## config.mk

```make
export PLATFORM = sky130hd
export DESIGN_NAME = node_strap_config
export DESIGN_NICKNAME = d
export VERILOG_FILES = /design/src/led_pattern_gen.v /design/src/node_strap_config.v
export VERILOG_INCLUDE_DIRS = /design/src
export SDC_FILE = /design/constraint.sdc
export NUM_CORES = 1
export LEC_CHECK = 0
export ABC_AREA = 1
export BUFFER_PORTS_ARGS = -buffer_cell sky130_fd_sc_hd__buf_2
export CORE_MARGIN = 4
export CORE_UTILIZATION = 55
export DETAILED_ROUTE_END_ITERATION = 12
export HOLD_SLACK_MARGIN = 0.12
export PLACE_DENSITY_LB_ADDON = 0.3
export SYNTH_ARGS = -nofsm -noshare
export SYNTH_HDL_FRONTEND = slang
export SYNTH_SLANG_ARGS = --single-unit
```

## constraint.sdc

```tcl
create_clock -name mclk -period 18.5 [get_ports mclk]
set_input_delay 1.85 -clock mclk [delete_from_list [all_inputs] [get_ports mclk]]
set_output_delay 1.85 -clock mclk [all_outputs]
set_load 0.05 [all_outputs]
```

## src/node_cfg_map.vh

```
// constants for node strap configuration, register map and indicator timing
`ifndef NODE_CFG_MAP_VH
`define NODE_CFG_MAP_VH
`define CLK_HZ 25000000
`define FLASH_ON_MS 200
`define BLINK_MS 200
`define SELFTEST_MS 500
`define FLASH_ON_CYC ((`CLK_HZ / 1000) * `FLASH_ON_MS)
`define BLINK_CYC ((`CLK_HZ / 1000) * `BLINK_MS)
`define SELFTEST_CYC ((`CLK_HZ / 1000) * `SELFTEST_MS)
`define OFF_STATUS 4'h0
`define OFF_BAUD_OBJ 4'h1
`define OFF_NODE_OBJ 4'h2
`define OFF_CONTROL 4'h3
`define OFF_NET_STATE 4'h4
`define OFF_ERR_FLAGS 4'h5
`define OFF_HW_CPR 4'h6
`define OFF_HW_TURNS 4'h7
`define OFF_PHYS_CPR 4'h8
`define OFF_PHYS_TURNS 4'h9
`define BAUD_DEFAULT 3'h5
`define NODE_DEFAULT 7'h01
`define NODE_MAX 7'h7F
`define ST_PREOP 2'h0
`define ST_OPER 2'h1
`define ST_STOP 2'h2
`define CTL_RESET_NODE 0
`define ERR_BUS_OFF 0
`define ERR_GUARD 1
`define ERR_WARN 2
`define ERR_GENERIC 3
`define ERR_FLASH 4
`define UNMAPPED_DATA 32'h00000000
`define OFF_STORE 4'hA
`define STORE_SIG 32'h65766173
`define STORE_ACK 8'h60
`endif

```

## src/led_pattern_gen.v

```verilog
// indicator pattern generator: on, off, blink, single and double flash
`timescale 1ns/1ns
`default_nettype none
module led_pattern_gen #(
  parameter TICK_CYC = 5000000
) (
  input wire mclk, // system clock
  input wire sys_rst, // async reset, active high
  output reg [1:0] pat_reg // bit0 blink phase, bit1 flash slot (high in slot 0 of the 8, see below)
);
  // a tick every TICK_CYC cycles; an 8-slot frame gives the flash sequences
  reg [31:0] cnt_reg;
  reg [2:0] slot_reg;
  wire tick = (cnt_reg == TICK_CYC - 1);
  always @(posedge mclk or posedge sys_rst)
  begin
    if (sys_rst)
    begin
      cnt_reg <= 32'h00000000;
      slot_reg <= 3'h0;
      pat_reg <= 2'h0;
    end
    else
    begin
      cnt_reg <= tick ? 32'h00000000 : cnt_reg + 32'h00000001;
      if (tick)
        slot_reg <= slot_reg + 3'h1;
      // bit0: blink (alternate each tick); bit1: single flash slot 0, double uses slots 0 and 2
      pat_reg[0] <= slot_reg[0];
      pat_reg[1] <= (slot_reg == 3'h0);
    end
  end
endmodule
`default_nettype wire

```

## src/node_strap_config.v

```verilog
// node strap configuration loader with run and error indicator drive
// What this block does
// - baud switch four on selects switch rate, off selects software baud object.
// - baud switches one to three form binary code, switch one least significant.
// - code maps 0..7 to 20,50,100,125,250,500,800,1000 kbit/s; default 5.
// - all address switches off means node id comes from software object.
// - any of address switches one to seven on makes the switch value the node id.
// - node ids accepted only from 1 to 127; default is 1.
// - address switches one to seven are binary weights, switch eight ignored.
// - green led on when operational, single flash stopped, blinking pre-operational.
// - red led on bus-off, double flash guard, single flash warning, blink error.
// - at initialization both leds light together as a self-test.
// - scaling valid only when hardware counts and turns match the sensor.
// - store needs signature 73 61 76 65 on sub-index 01; answer 60.
//
// Design decisions made here: the placing of the registers and the Avalon-MM slave port.
`timescale 1ns/1ns
`default_nettype none
`include "node_cfg_map.vh"
module node_strap_config #(
  parameter FLASH_CYC = `FLASH_ON_CYC,
  parameter SELFTEST_CYC = `SELFTEST_CYC,
  parameter [31:0] PHYS_CPR = 32'h00001000,
  parameter [31:0] PHYS_TURNS = 32'h00000001
) (
  input wire mclk, // 25 MHz system clock
  input wire sys_rst, // async reset, active high
  input wire [3:0] baud_switch_bank, // bit0 = switch one, bit3 = hw/sw select
  input wire [7:0] node_address_switch_bank, // bit0 = switch one, bit7 unused
  input wire reset_node, // one-cycle pulse from network layer on reset-node command
  input wire [1:0] net_state, // network state from the state machine
  input wire [4:0] err_in, // error levels: bus-off, guard, warn, generic, flash
  input wire [3:0] avs_address, // word address
  input wire avs_read, // read strobe
  input wire avs_write, // write strobe
  input wire [31:0] avs_writedata, // write data
  input wire [3:0] avs_byteenable, // byte enables
  output reg [31:0] avs_readdata, // read data
  output wire avs_waitrequest, // stall until answer ready
  output reg [2:0] baud_code, // active bit rate code
  output reg [9:0] baud_kbps, // active bit rate in kbit/s
  output reg [6:0] node_id, // active node identifier
  output wire scaling_valid, // hardware resolution matches sensor
  output reg run_led, // green run led, active high
  output reg err_led // red error led, active high
);
  function [9:0] baud_to_kbps;
    input [2:0] code;
    begin
      case (code)
        3'h0: baud_to_kbps = 10'h014;
        3'h1: baud_to_kbps = 10'h032;
        3'h2: baud_to_kbps = 10'h064;
        3'h3: baud_to_kbps = 10'h07D;
        3'h4: baud_to_kbps = 10'h0FA;
        3'h5: baud_to_kbps = 10'h1F4;
        3'h6: baud_to_kbps = 10'h320;
        default: baud_to_kbps = 10'h3E8;
      endcase
    end
  endfunction
  function [7:0] merge8;
    input [7:0] old;
    input [7:0] nw;
    input be;
    begin
      merge8 = be ? nw : old;
    end
  endfunction

  localparam S_IDLE = 1'b0;
  localparam S_ACK = 1'b1;

  reg [3:0] baud_sw_reg;
  reg [6:0] addr_sw_reg;
  reg strap_done_reg;
  reg [2:0] baud_obj_reg;
  reg [6:0] node_obj_reg;
  reg [31:0] hw_cpr_reg;
  reg [31:0] hw_turns_reg;
  reg bus_state_reg;
  reg [31:0] selftest_cnt_reg;
  reg selftest_reg;
  wire [1:0] pat;
  wire rd_hit;
  reg [31:0] rd_next;
  // acknowledge of the last store request; it only reports the signature check,
  // keeping the objects in non-volatile memory is left to the firmware
  reg store_ok_reg;

  // straps latched on the first clock after reset release, never again
  always @(posedge mclk or posedge sys_rst)
  begin
    if (sys_rst)
    begin
      baud_sw_reg <= 4'h0;
      addr_sw_reg <= 7'h00;
      strap_done_reg <= 1'b0;
    end
    else if (!strap_done_reg)
    begin
      baud_sw_reg <= baud_switch_bank;
      addr_sw_reg <= node_address_switch_bank[6:0];
      strap_done_reg <= 1'b1;
    end
  end

  // software objects, written over the bus; out-of-range ids are refused
  // a write lands on the edge where the master sees waitrequest low, as a read hands over its data there
  wire wr = avs_write && bus_state_reg == S_ACK;
  always @(posedge mclk or posedge sys_rst)
  begin
    if (sys_rst)
    begin
      baud_obj_reg <= `BAUD_DEFAULT;
      node_obj_reg <= `NODE_DEFAULT;
      hw_cpr_reg <= 32'h00001000;
      hw_turns_reg <= 32'h00000001;
      store_ok_reg <= 1'b0;
    end
    else if (wr)
    begin
      case (avs_address)
        `OFF_BAUD_OBJ:
          if (avs_byteenable[0])
            baud_obj_reg <= avs_writedata[2:0];
        `OFF_NODE_OBJ:
          if (avs_byteenable[0] && avs_writedata[6:0] != 7'h00)
            node_obj_reg <= avs_writedata[6:0];
        `OFF_HW_CPR:
          hw_cpr_reg <= {merge8(hw_cpr_reg[31:24], avs_writedata[31:24], avs_byteenable[3]),
                         merge8(hw_cpr_reg[23:16], avs_writedata[23:16], avs_byteenable[2]),
                         merge8(hw_cpr_reg[15:8], avs_writedata[15:8], avs_byteenable[1]),
                         merge8(hw_cpr_reg[7:0], avs_writedata[7:0], avs_byteenable[0])};
        `OFF_HW_TURNS:
          hw_turns_reg <= {merge8(hw_turns_reg[31:24], avs_writedata[31:24], avs_byteenable[3]),
                           merge8(hw_turns_reg[23:16], avs_writedata[23:16], avs_byteenable[2]),
                           merge8(hw_turns_reg[15:8], avs_writedata[15:8], avs_byteenable[1]),
                           merge8(hw_turns_reg[7:0], avs_writedata[7:0], avs_byteenable[0])};
        `OFF_STORE:
          // any other word, or a partial write, withdraws the acknowledge
          store_ok_reg <= (avs_byteenable == 4'hF) && (avs_writedata == `STORE_SIG);
        default:
          ;
      endcase
    end
  end

  // scaling only trusted when the configured resolution matches the sensor
  assign scaling_valid = (hw_cpr_reg == PHYS_CPR) && (hw_turns_reg == PHYS_TURNS);

  // active configuration: loaded once after straps, refreshed only on reset-node
  reg load_pend_reg;
  always @(posedge mclk or posedge sys_rst)
  begin
    if (sys_rst)
    begin
      baud_code <= `BAUD_DEFAULT;
      baud_kbps <= 10'h1F4;
      node_id <= `NODE_DEFAULT;
      load_pend_reg <= 1'b1;
    end
    else if (strap_done_reg && (load_pend_reg || reset_node))
    begin
      load_pend_reg <= 1'b0;
      if (baud_sw_reg[3])
      begin
        baud_code <= baud_sw_reg[2:0];
        baud_kbps <= baud_to_kbps(baud_sw_reg[2:0]);
      end
      else
      begin
        baud_code <= baud_obj_reg;
        baud_kbps <= baud_to_kbps(baud_obj_reg);
      end
      if (addr_sw_reg != 7'h00)
        node_id <= addr_sw_reg;
      else
        node_id <= node_obj_reg;
    end
  end

  // indicator self-test after reset, then normal patterns
  always @(posedge mclk or posedge sys_rst)
  begin
    if (sys_rst)
    begin
      selftest_cnt_reg <= 32'h00000000;
      selftest_reg <= 1'b1;
    end
    else if (selftest_reg)
    begin
      selftest_cnt_reg <= selftest_cnt_reg + 32'h00000001;
      if (selftest_cnt_reg == SELFTEST_CYC - 1)
        selftest_reg <= 1'b0;
    end
  end

  led_pattern_gen #(
    .TICK_CYC(FLASH_CYC)
  ) u_pat (
    .mclk(mclk),
    .sys_rst(sys_rst),
    .pat_reg(pat)
  );

  // double flash is slot 0 or slot 2 of the 8-slot frame
  reg [2:0] slot_d_reg;
  always @(posedge mclk or posedge sys_rst)
  begin
    if (sys_rst)
      slot_d_reg <= 3'h0;
    else if (pat[1])
      slot_d_reg <= 3'h0;
    else if (pat[0] != slot_d_reg[0])
      slot_d_reg <= slot_d_reg + 3'h1;
  end
  wire single_fl = pat[1] && pat[0] == 1'b0;
  // slot_d_reg trails the pattern by one cycle, so slot 2 opens while it still reads 1;
  // both values count, otherwise the second flash loses its first cycle
  wire second_fl = !pat[0] && (slot_d_reg == 3'h1 || slot_d_reg == 3'h2);
  wire double_fl = single_fl || second_fl;

  always @(posedge mclk or posedge sys_rst)
  begin
    if (sys_rst)
    begin
      run_led <= 1'b0;
      err_led <= 1'b0;
    end
    else if (selftest_reg)
    begin
      run_led <= 1'b1;
      err_led <= 1'b1;
    end
    else
    begin
      case (net_state)
        `ST_OPER: run_led <= 1'b1;
        `ST_STOP: run_led <= single_fl;
        default: run_led <= pat[0];
      endcase
      // bus-off outranks guarding, which outranks warning and generic faults
      if (err_in[`ERR_BUS_OFF])
        err_led <= 1'b1;
      else if (err_in[`ERR_GUARD])
        err_led <= double_fl;
      else if (err_in[`ERR_WARN])
        err_led <= single_fl;
      else if (err_in[`ERR_GENERIC] || err_in[`ERR_FLASH])
        err_led <= pat[0];
      else
        err_led <= 1'b0;
    end
  end

  // avalon slave: waitrequest high in the first cycle of a request, low in the second;
  // read data are registered in the first cycle so they stand when the master takes them
  assign rd_hit = avs_read && bus_state_reg == S_IDLE;
  assign avs_waitrequest = (avs_read || avs_write) && bus_state_reg == S_IDLE;
  always @*
  begin
    case (avs_address)
      `OFF_STATUS: rd_next = {19'h00000, scaling_valid, selftest_reg, strap_done_reg, node_id, baud_code};
      `OFF_BAUD_OBJ: rd_next = {29'h00000000, baud_obj_reg};
      `OFF_NODE_OBJ: rd_next = {25'h0000000, node_obj_reg};
      `OFF_CONTROL: rd_next = {20'h00000, addr_sw_reg, 1'b0, baud_sw_reg};
      `OFF_NET_STATE: rd_next = {30'h00000000, net_state};
      `OFF_ERR_FLAGS: rd_next = {27'h0000000, err_in};
      `OFF_HW_CPR: rd_next = hw_cpr_reg;
      `OFF_HW_TURNS: rd_next = hw_turns_reg;
      `OFF_PHYS_CPR: rd_next = PHYS_CPR;
      `OFF_PHYS_TURNS: rd_next = PHYS_TURNS;
      `OFF_STORE: rd_next = {24'h000000, store_ok_reg ? `STORE_ACK : 8'h00};
      default: rd_next = `UNMAPPED_DATA;
    endcase
  end
  always @(posedge mclk or posedge sys_rst)
  begin
    if (sys_rst)
    begin
      bus_state_reg <= S_IDLE;
      avs_readdata <= 32'h00000000;
    end
    else
    begin
      case (bus_state_reg)
        S_IDLE:
          if (avs_read || avs_write)
            bus_state_reg <= S_ACK;
        default:
          bus_state_reg <= S_IDLE;
      endcase
      if (rd_hit)
        avs_readdata <= rd_next;
    end
  end
endmodule
`default_nettype wire

```

### Word level (Yosys, flattened, before mapping)

Cells that the tools add are included.

| cells by class | value |
|---|---|
| add/subtract/negate cells | 4 |
| equal/unequal tests | 33 |
| multiplexer cells | 21 |
| bitwise logic cells | 2 |
| reduce and logical (&&, ||, !) cells | 33 |

Operator list:

| kind | number |
|---|---|
| $pmux 32 s11 | 1 |
| $pmux 10 s7 | 2 |
| $add 32x1->32 const B | 2 |
| $eq 32x1->1 const B | 1 |
| $eq 32x13->1 const B | 1 |
| $eq 32x23->1 const B | 1 |
| $eq 32x24->1 const B | 1 |
| $eq 32x31->1 const B | 1 |
| $mux 32 | 1 |
| $reduce_and 3->1 | 10 |
| $eq 3x3->1 const B | 6 |
| $eq 4x3->1 const B | 4 |
| $eq 4x4->1 const B | 4 |
| $eq 3x2->1 const B | 5 |
| $mux 7 | 2 |
| $reduce_bool 7->1 | 2 |
| $mux 1 | 10 |
| $mux 10 | 1 |
| $eq 3x1->1 const B | 3 |
| $logic_and 1x1->1 | 9 |
| $logic_not 3->1 | 3 |
| $mux 3 | 3 |
| $eq 4x2->1 const B | 2 |
| $add 3x1->3 const B | 2 |
| 11 further kinds | 16 |

| word-level totals | value |
|---|---|
| bits in registers | 216 |
| bits of input ports | 64 |
| logic and storage cells | 121 |

### Depth between registers and ports, before layout

| logic depth | value |
|---|---|
| depth after elaboration | 7 |
| gate-level depth with buffers | 11 |
| mapped depth without buffers | 11 |

### Hierarchy

From an unflattened synthesis, not the netlist that was laid out.

| unflattened totals | value |
|---|---|
| cell total of the unflattened synthesis | 1412 |
| area total of the unflattened synthesis | 10905.5 sq um |

Modules (own cells, without submodules):

| module | instances | cells an instance | area an instance (sq um) |
|---|---|---|---|
| node_strap_config | 1 | 1091 | 8644.5 |
| led_pattern_gen | 1 | 321 | 2260.9 |

### Worst setup path after synthesis

Ideal clock, no wire load.

| timing | value |
|---|---|
| path kind | input to output |
| start point | in avs_read |
| end point | out avs_waitrequest |
| arrival time | 2547 ps |
| required time | 16650 ps |
| slack | 14103 ps |
| stages on the path | 2 |
| path buffers | 0 |
| path through | nor2_1 -> nor2_1 |

| between the ends | value |
|---|---|
| cells in the longest elaborated chain, start to end | 2 |

Ends and longest elaborated chain:

| item | line | source |
|---|---|---|
| from (decl) | node_strap_config.v:34 | `input wire avs_read,` |
| $logic_or 1x1->1 | node_strap_config.v:260 | `assign avs_waitrequest = (avs_read \|\| avs_write) && bus_state_reg == S_IDLE;` |
| $logic_and 1x1->1 | node_strap_config.v:260 |  |
| to (decl) | node_strap_config.v:39 | `output wire avs_waitrequest,` |

Every way passes these cells.

### Worst setup path in the final report

| timing | value |
|---|---|
| start point | in avs_write |
| end point | out avs_waitrequest |

| between the ends | value |
|---|---|
| cells in the longest elaborated chain, start to end | 2 |

Ends and longest elaborated chain:

| item | line | source |
|---|---|---|
| from (decl) | node_strap_config.v:35 | `input wire avs_write,` |
| $logic_or 1x1->1 | node_strap_config.v:260 |  |
| $logic_and 1x1->1 | node_strap_config.v:260 |  |

Every way passes these cells.

==> impl_results.md <==
* Run status: complete, no violations
* CTS root buf: clkbuf_16
* Vias in the first global route at between 9000 and 10000
* Core Rows at 51
* Combined area of the multi-input logic cells at between 0.004 and 0.005 mm²
* FF-to-FF path depth at 3
* Synth Register Bits at 216
* HP Class: reg -> reg
* Avg WL per Cell at between 15 and 20 µm
* Total CTS buffers at 24
* Worst setup margin at 14260 ps
* Post-Synth XOR/XNOR Area at between 3 and 4%
* Hold Buf Count CTS at 0
* Post-DR vias/cell at around 5.3
* Clock Path Buffers at 3
* DIE HEIGHT at 149 µm
* Commonest non-fill, non-tap cell in the layout: nand2_1
* Vias at 9376
* Cells after Synth at roughly 1400
* Die Width at 149 µm
* DR iter-0 viols at roughly 820
* H-tree depth at 1
* Commonest cells after routing, fill and taps aside: nand2_1 (425), dfrtp_1 (200), inv_1 (153), nor2_1 (148), buf_2 (118)
* Starting Density at 55.8%
* First-pass GRT wire length at 45000 µm
* Register Area at 0.00543 mm²
* I/O pins at 120
* Post-synthesis compound-gate area fraction at 8.76%
* Adder-Cell Fraction of Synth Area at ~1.0%
* GRT Util Overall at 24.9%
* Syn nets at 1442
* Final GP Congestion at a little over 0.9
* Remaining antenna violation count at 0
* Post-CTS Setup Repair Bufs at 0
* RSZ-0062 raised after global routing: no
* DPL Wire Length at between 15000 and 20000 µm
* Post-layout minimum cycle time at about 4200 ps
* Die area at about 0.022 mm²
* EDFF count, synth at 0
* Fmax at 0.236 GHz
* Grt ovf at 0
* Antenna violations before repair at 7
* CP Capture Type: output port
* Setup TNS Final at 0 ps
* DRC violations left at 0
* Slowest-stage cell, CP: buf_2
* Post-placement worst setup slack at 14280 ps
* Arrival @ worst endpoint at about 2400 ps
* Max cap viols at 0
* Fillers at ~1700
* Final Cycle Share at 22.9%
* Synth unique cells at 49
* Port bufs at around 120
* Buf+Inv Stages, Crit Path at 2
* CP Max Fanout at 2
* Synth Area in Simple Gates at between 20 and 30%
* Worst-path clk slew at 60 ps
* CTS tree: done
* Worst slew pin tran at just over 1000 ps
* Yosys Warn Count at 0
* Avg Cell Area, Syn at approximately 8 µm²
* Max Slew Vio Count at 0
* Max stage delay on crit path at roughly 290 ps
* Total Wirelength at around 27000 µm
* Crit-path cells: buf_2, nor2_1, nor2_1, buf_2
* Leak at roughly 0.0063 µW
* Post-synth ARST share at 100%
* Pwr/cell area at ~96 mW/mm²
* Fin nets at 1554
* CTS resizes at 0
* Register area share after synthesis at 50.0%
* Placed cell count at roughly 1700
* Final setup vio count at 0
* Num Clock Sinks at around 220
* Largest net degree at the start of global routing at around 140
* Max VDD drop at ~0.07 mV
* Worst hold stages at 0
* Crit start category: input pin
* Worst-Skew Late Latency at 510 ps
* CP required at between 15000 and 20000 ps
* Synth Flop Type: dfrtp_1
* Clock Skew at about 18 ps
* Multiplexer share of the synthesized area at 0%
* Cell Area, Synth at 0.0109 mm²
* Critical path type: in -> out
* Pre-antenna DRT Iters at 5
* Core ar. at around 0.019 mm²
* Hold Violations, Final at 0
* Area grow syn2layout at 14.8%
* Cell Count, Final, Fillers Out at between 1500 and 2000
* Largest family of logic cells by synthesized area: simple AND/OR/NAND/NOR gates
* Relative slew slack at approximately a third
* Crit path depth at 4
* Cell family with most CP delay: buffers and inverters
* Layout cells sized above 1 at 15.0%
## path summary, 6_finish.rpt
check                                                   start                           end  slack, ps
worst max-delay path                                avs_write               avs_waitrequest      14260
worst max register to register      load_pend_reg$_DFFE_PP1P_      baud_kbps[8]$_DFFE_PP1P_      16240
min in group asynchronous                             sys_rst  avs_readdata[30]$_DFFE_PP0P_       1560
max in group asynchronous                             sys_rst    hw_cpr_reg[23]$_DFFE_PP0P_      15350
worst min register to register  u_pat.slot_reg[0]$_DFFE_PP0N_    u_pat.pat_reg[0]$_DFF_PP0_        430
worst min-delay path            u_pat.slot_reg[0]$_DFFE_PP0N_    u_pat.pat_reg[0]$_DFF_PP0_        430
## report_power, final
part           switching (µW)  leakage (µW)  internal [µW]
combinational             112       0.00305           42.6
clock                     186      0.000407            317
sequential               32.7       0.00284            512
total                     331       0.00630            871
## synthesized netlist by cell type (13+ instances only)
master | number | area [µm²]
inv_1 | 154 | 578
nor4_1 | 13 | 81.3
xor2_1 | 38 | 333
nand3_1 | 46 | 230
o21ai_1 | 20 | 100
nand2_1 | 425 | 1600
clkbuf_1 | 15 | 56.3
nor3_1 | 27 | 135
a22o_1 | 15 | 131
dfstp_2 | 16 | 420
a21oi_1 | 23 | 115
o21ai_0 | 91 | 455
nand4_1 | 24 | 150
nor2_1 | 149 | 559
dfrtp_1 | 200 | 5000
## routing by layer
layer | wire length [µm] | up-vias | track usage (%)
met5 | 68 | - | 0
met4 | 636 | 10 | 6.84
met3 | 2190 | 57 | 5.24
met2 | 11900 | 312 | 37.4
met1 | 12400 | 4424 | 36.9
li1 | - | 4573 | -
## layout make-up
type	count	area share [%]
clock buffer	32	5.23
inverter	162	4.96
multi-input combinational	957	37.3
tap	265	2.66
antenna	2	0.0401
sequential	216	43.5
clock inverter	11	1.47
timing repair buffer	120	4.86
## kinds of logic after synthesis
family                     after synthesis
adders and majority gates                9
buffers and inverters                  196
AOI/OAI and AO/OA                      168
DFF                                    216
other                                    1
xor gates and xnor gates                48
and+or+nand+nor                        731
## through the flow
stage / cell area, µm² / hold slack [ps] / utilization [%] / power [µW]
after global placement: 11600 / 417 / 59.7 / 701
after CTS: 12500 / 436 / 64.0 / 1210
after detailed placement: 11600 / 423 / 59.7 / 706
after global routing: 12500 / 469 / 64.1 / 1250
after floorplan: 10900 / 400 / - / 654
final: 12500 / 432 / 64.1 / 1200
Power figures use the tool's default switching activity.
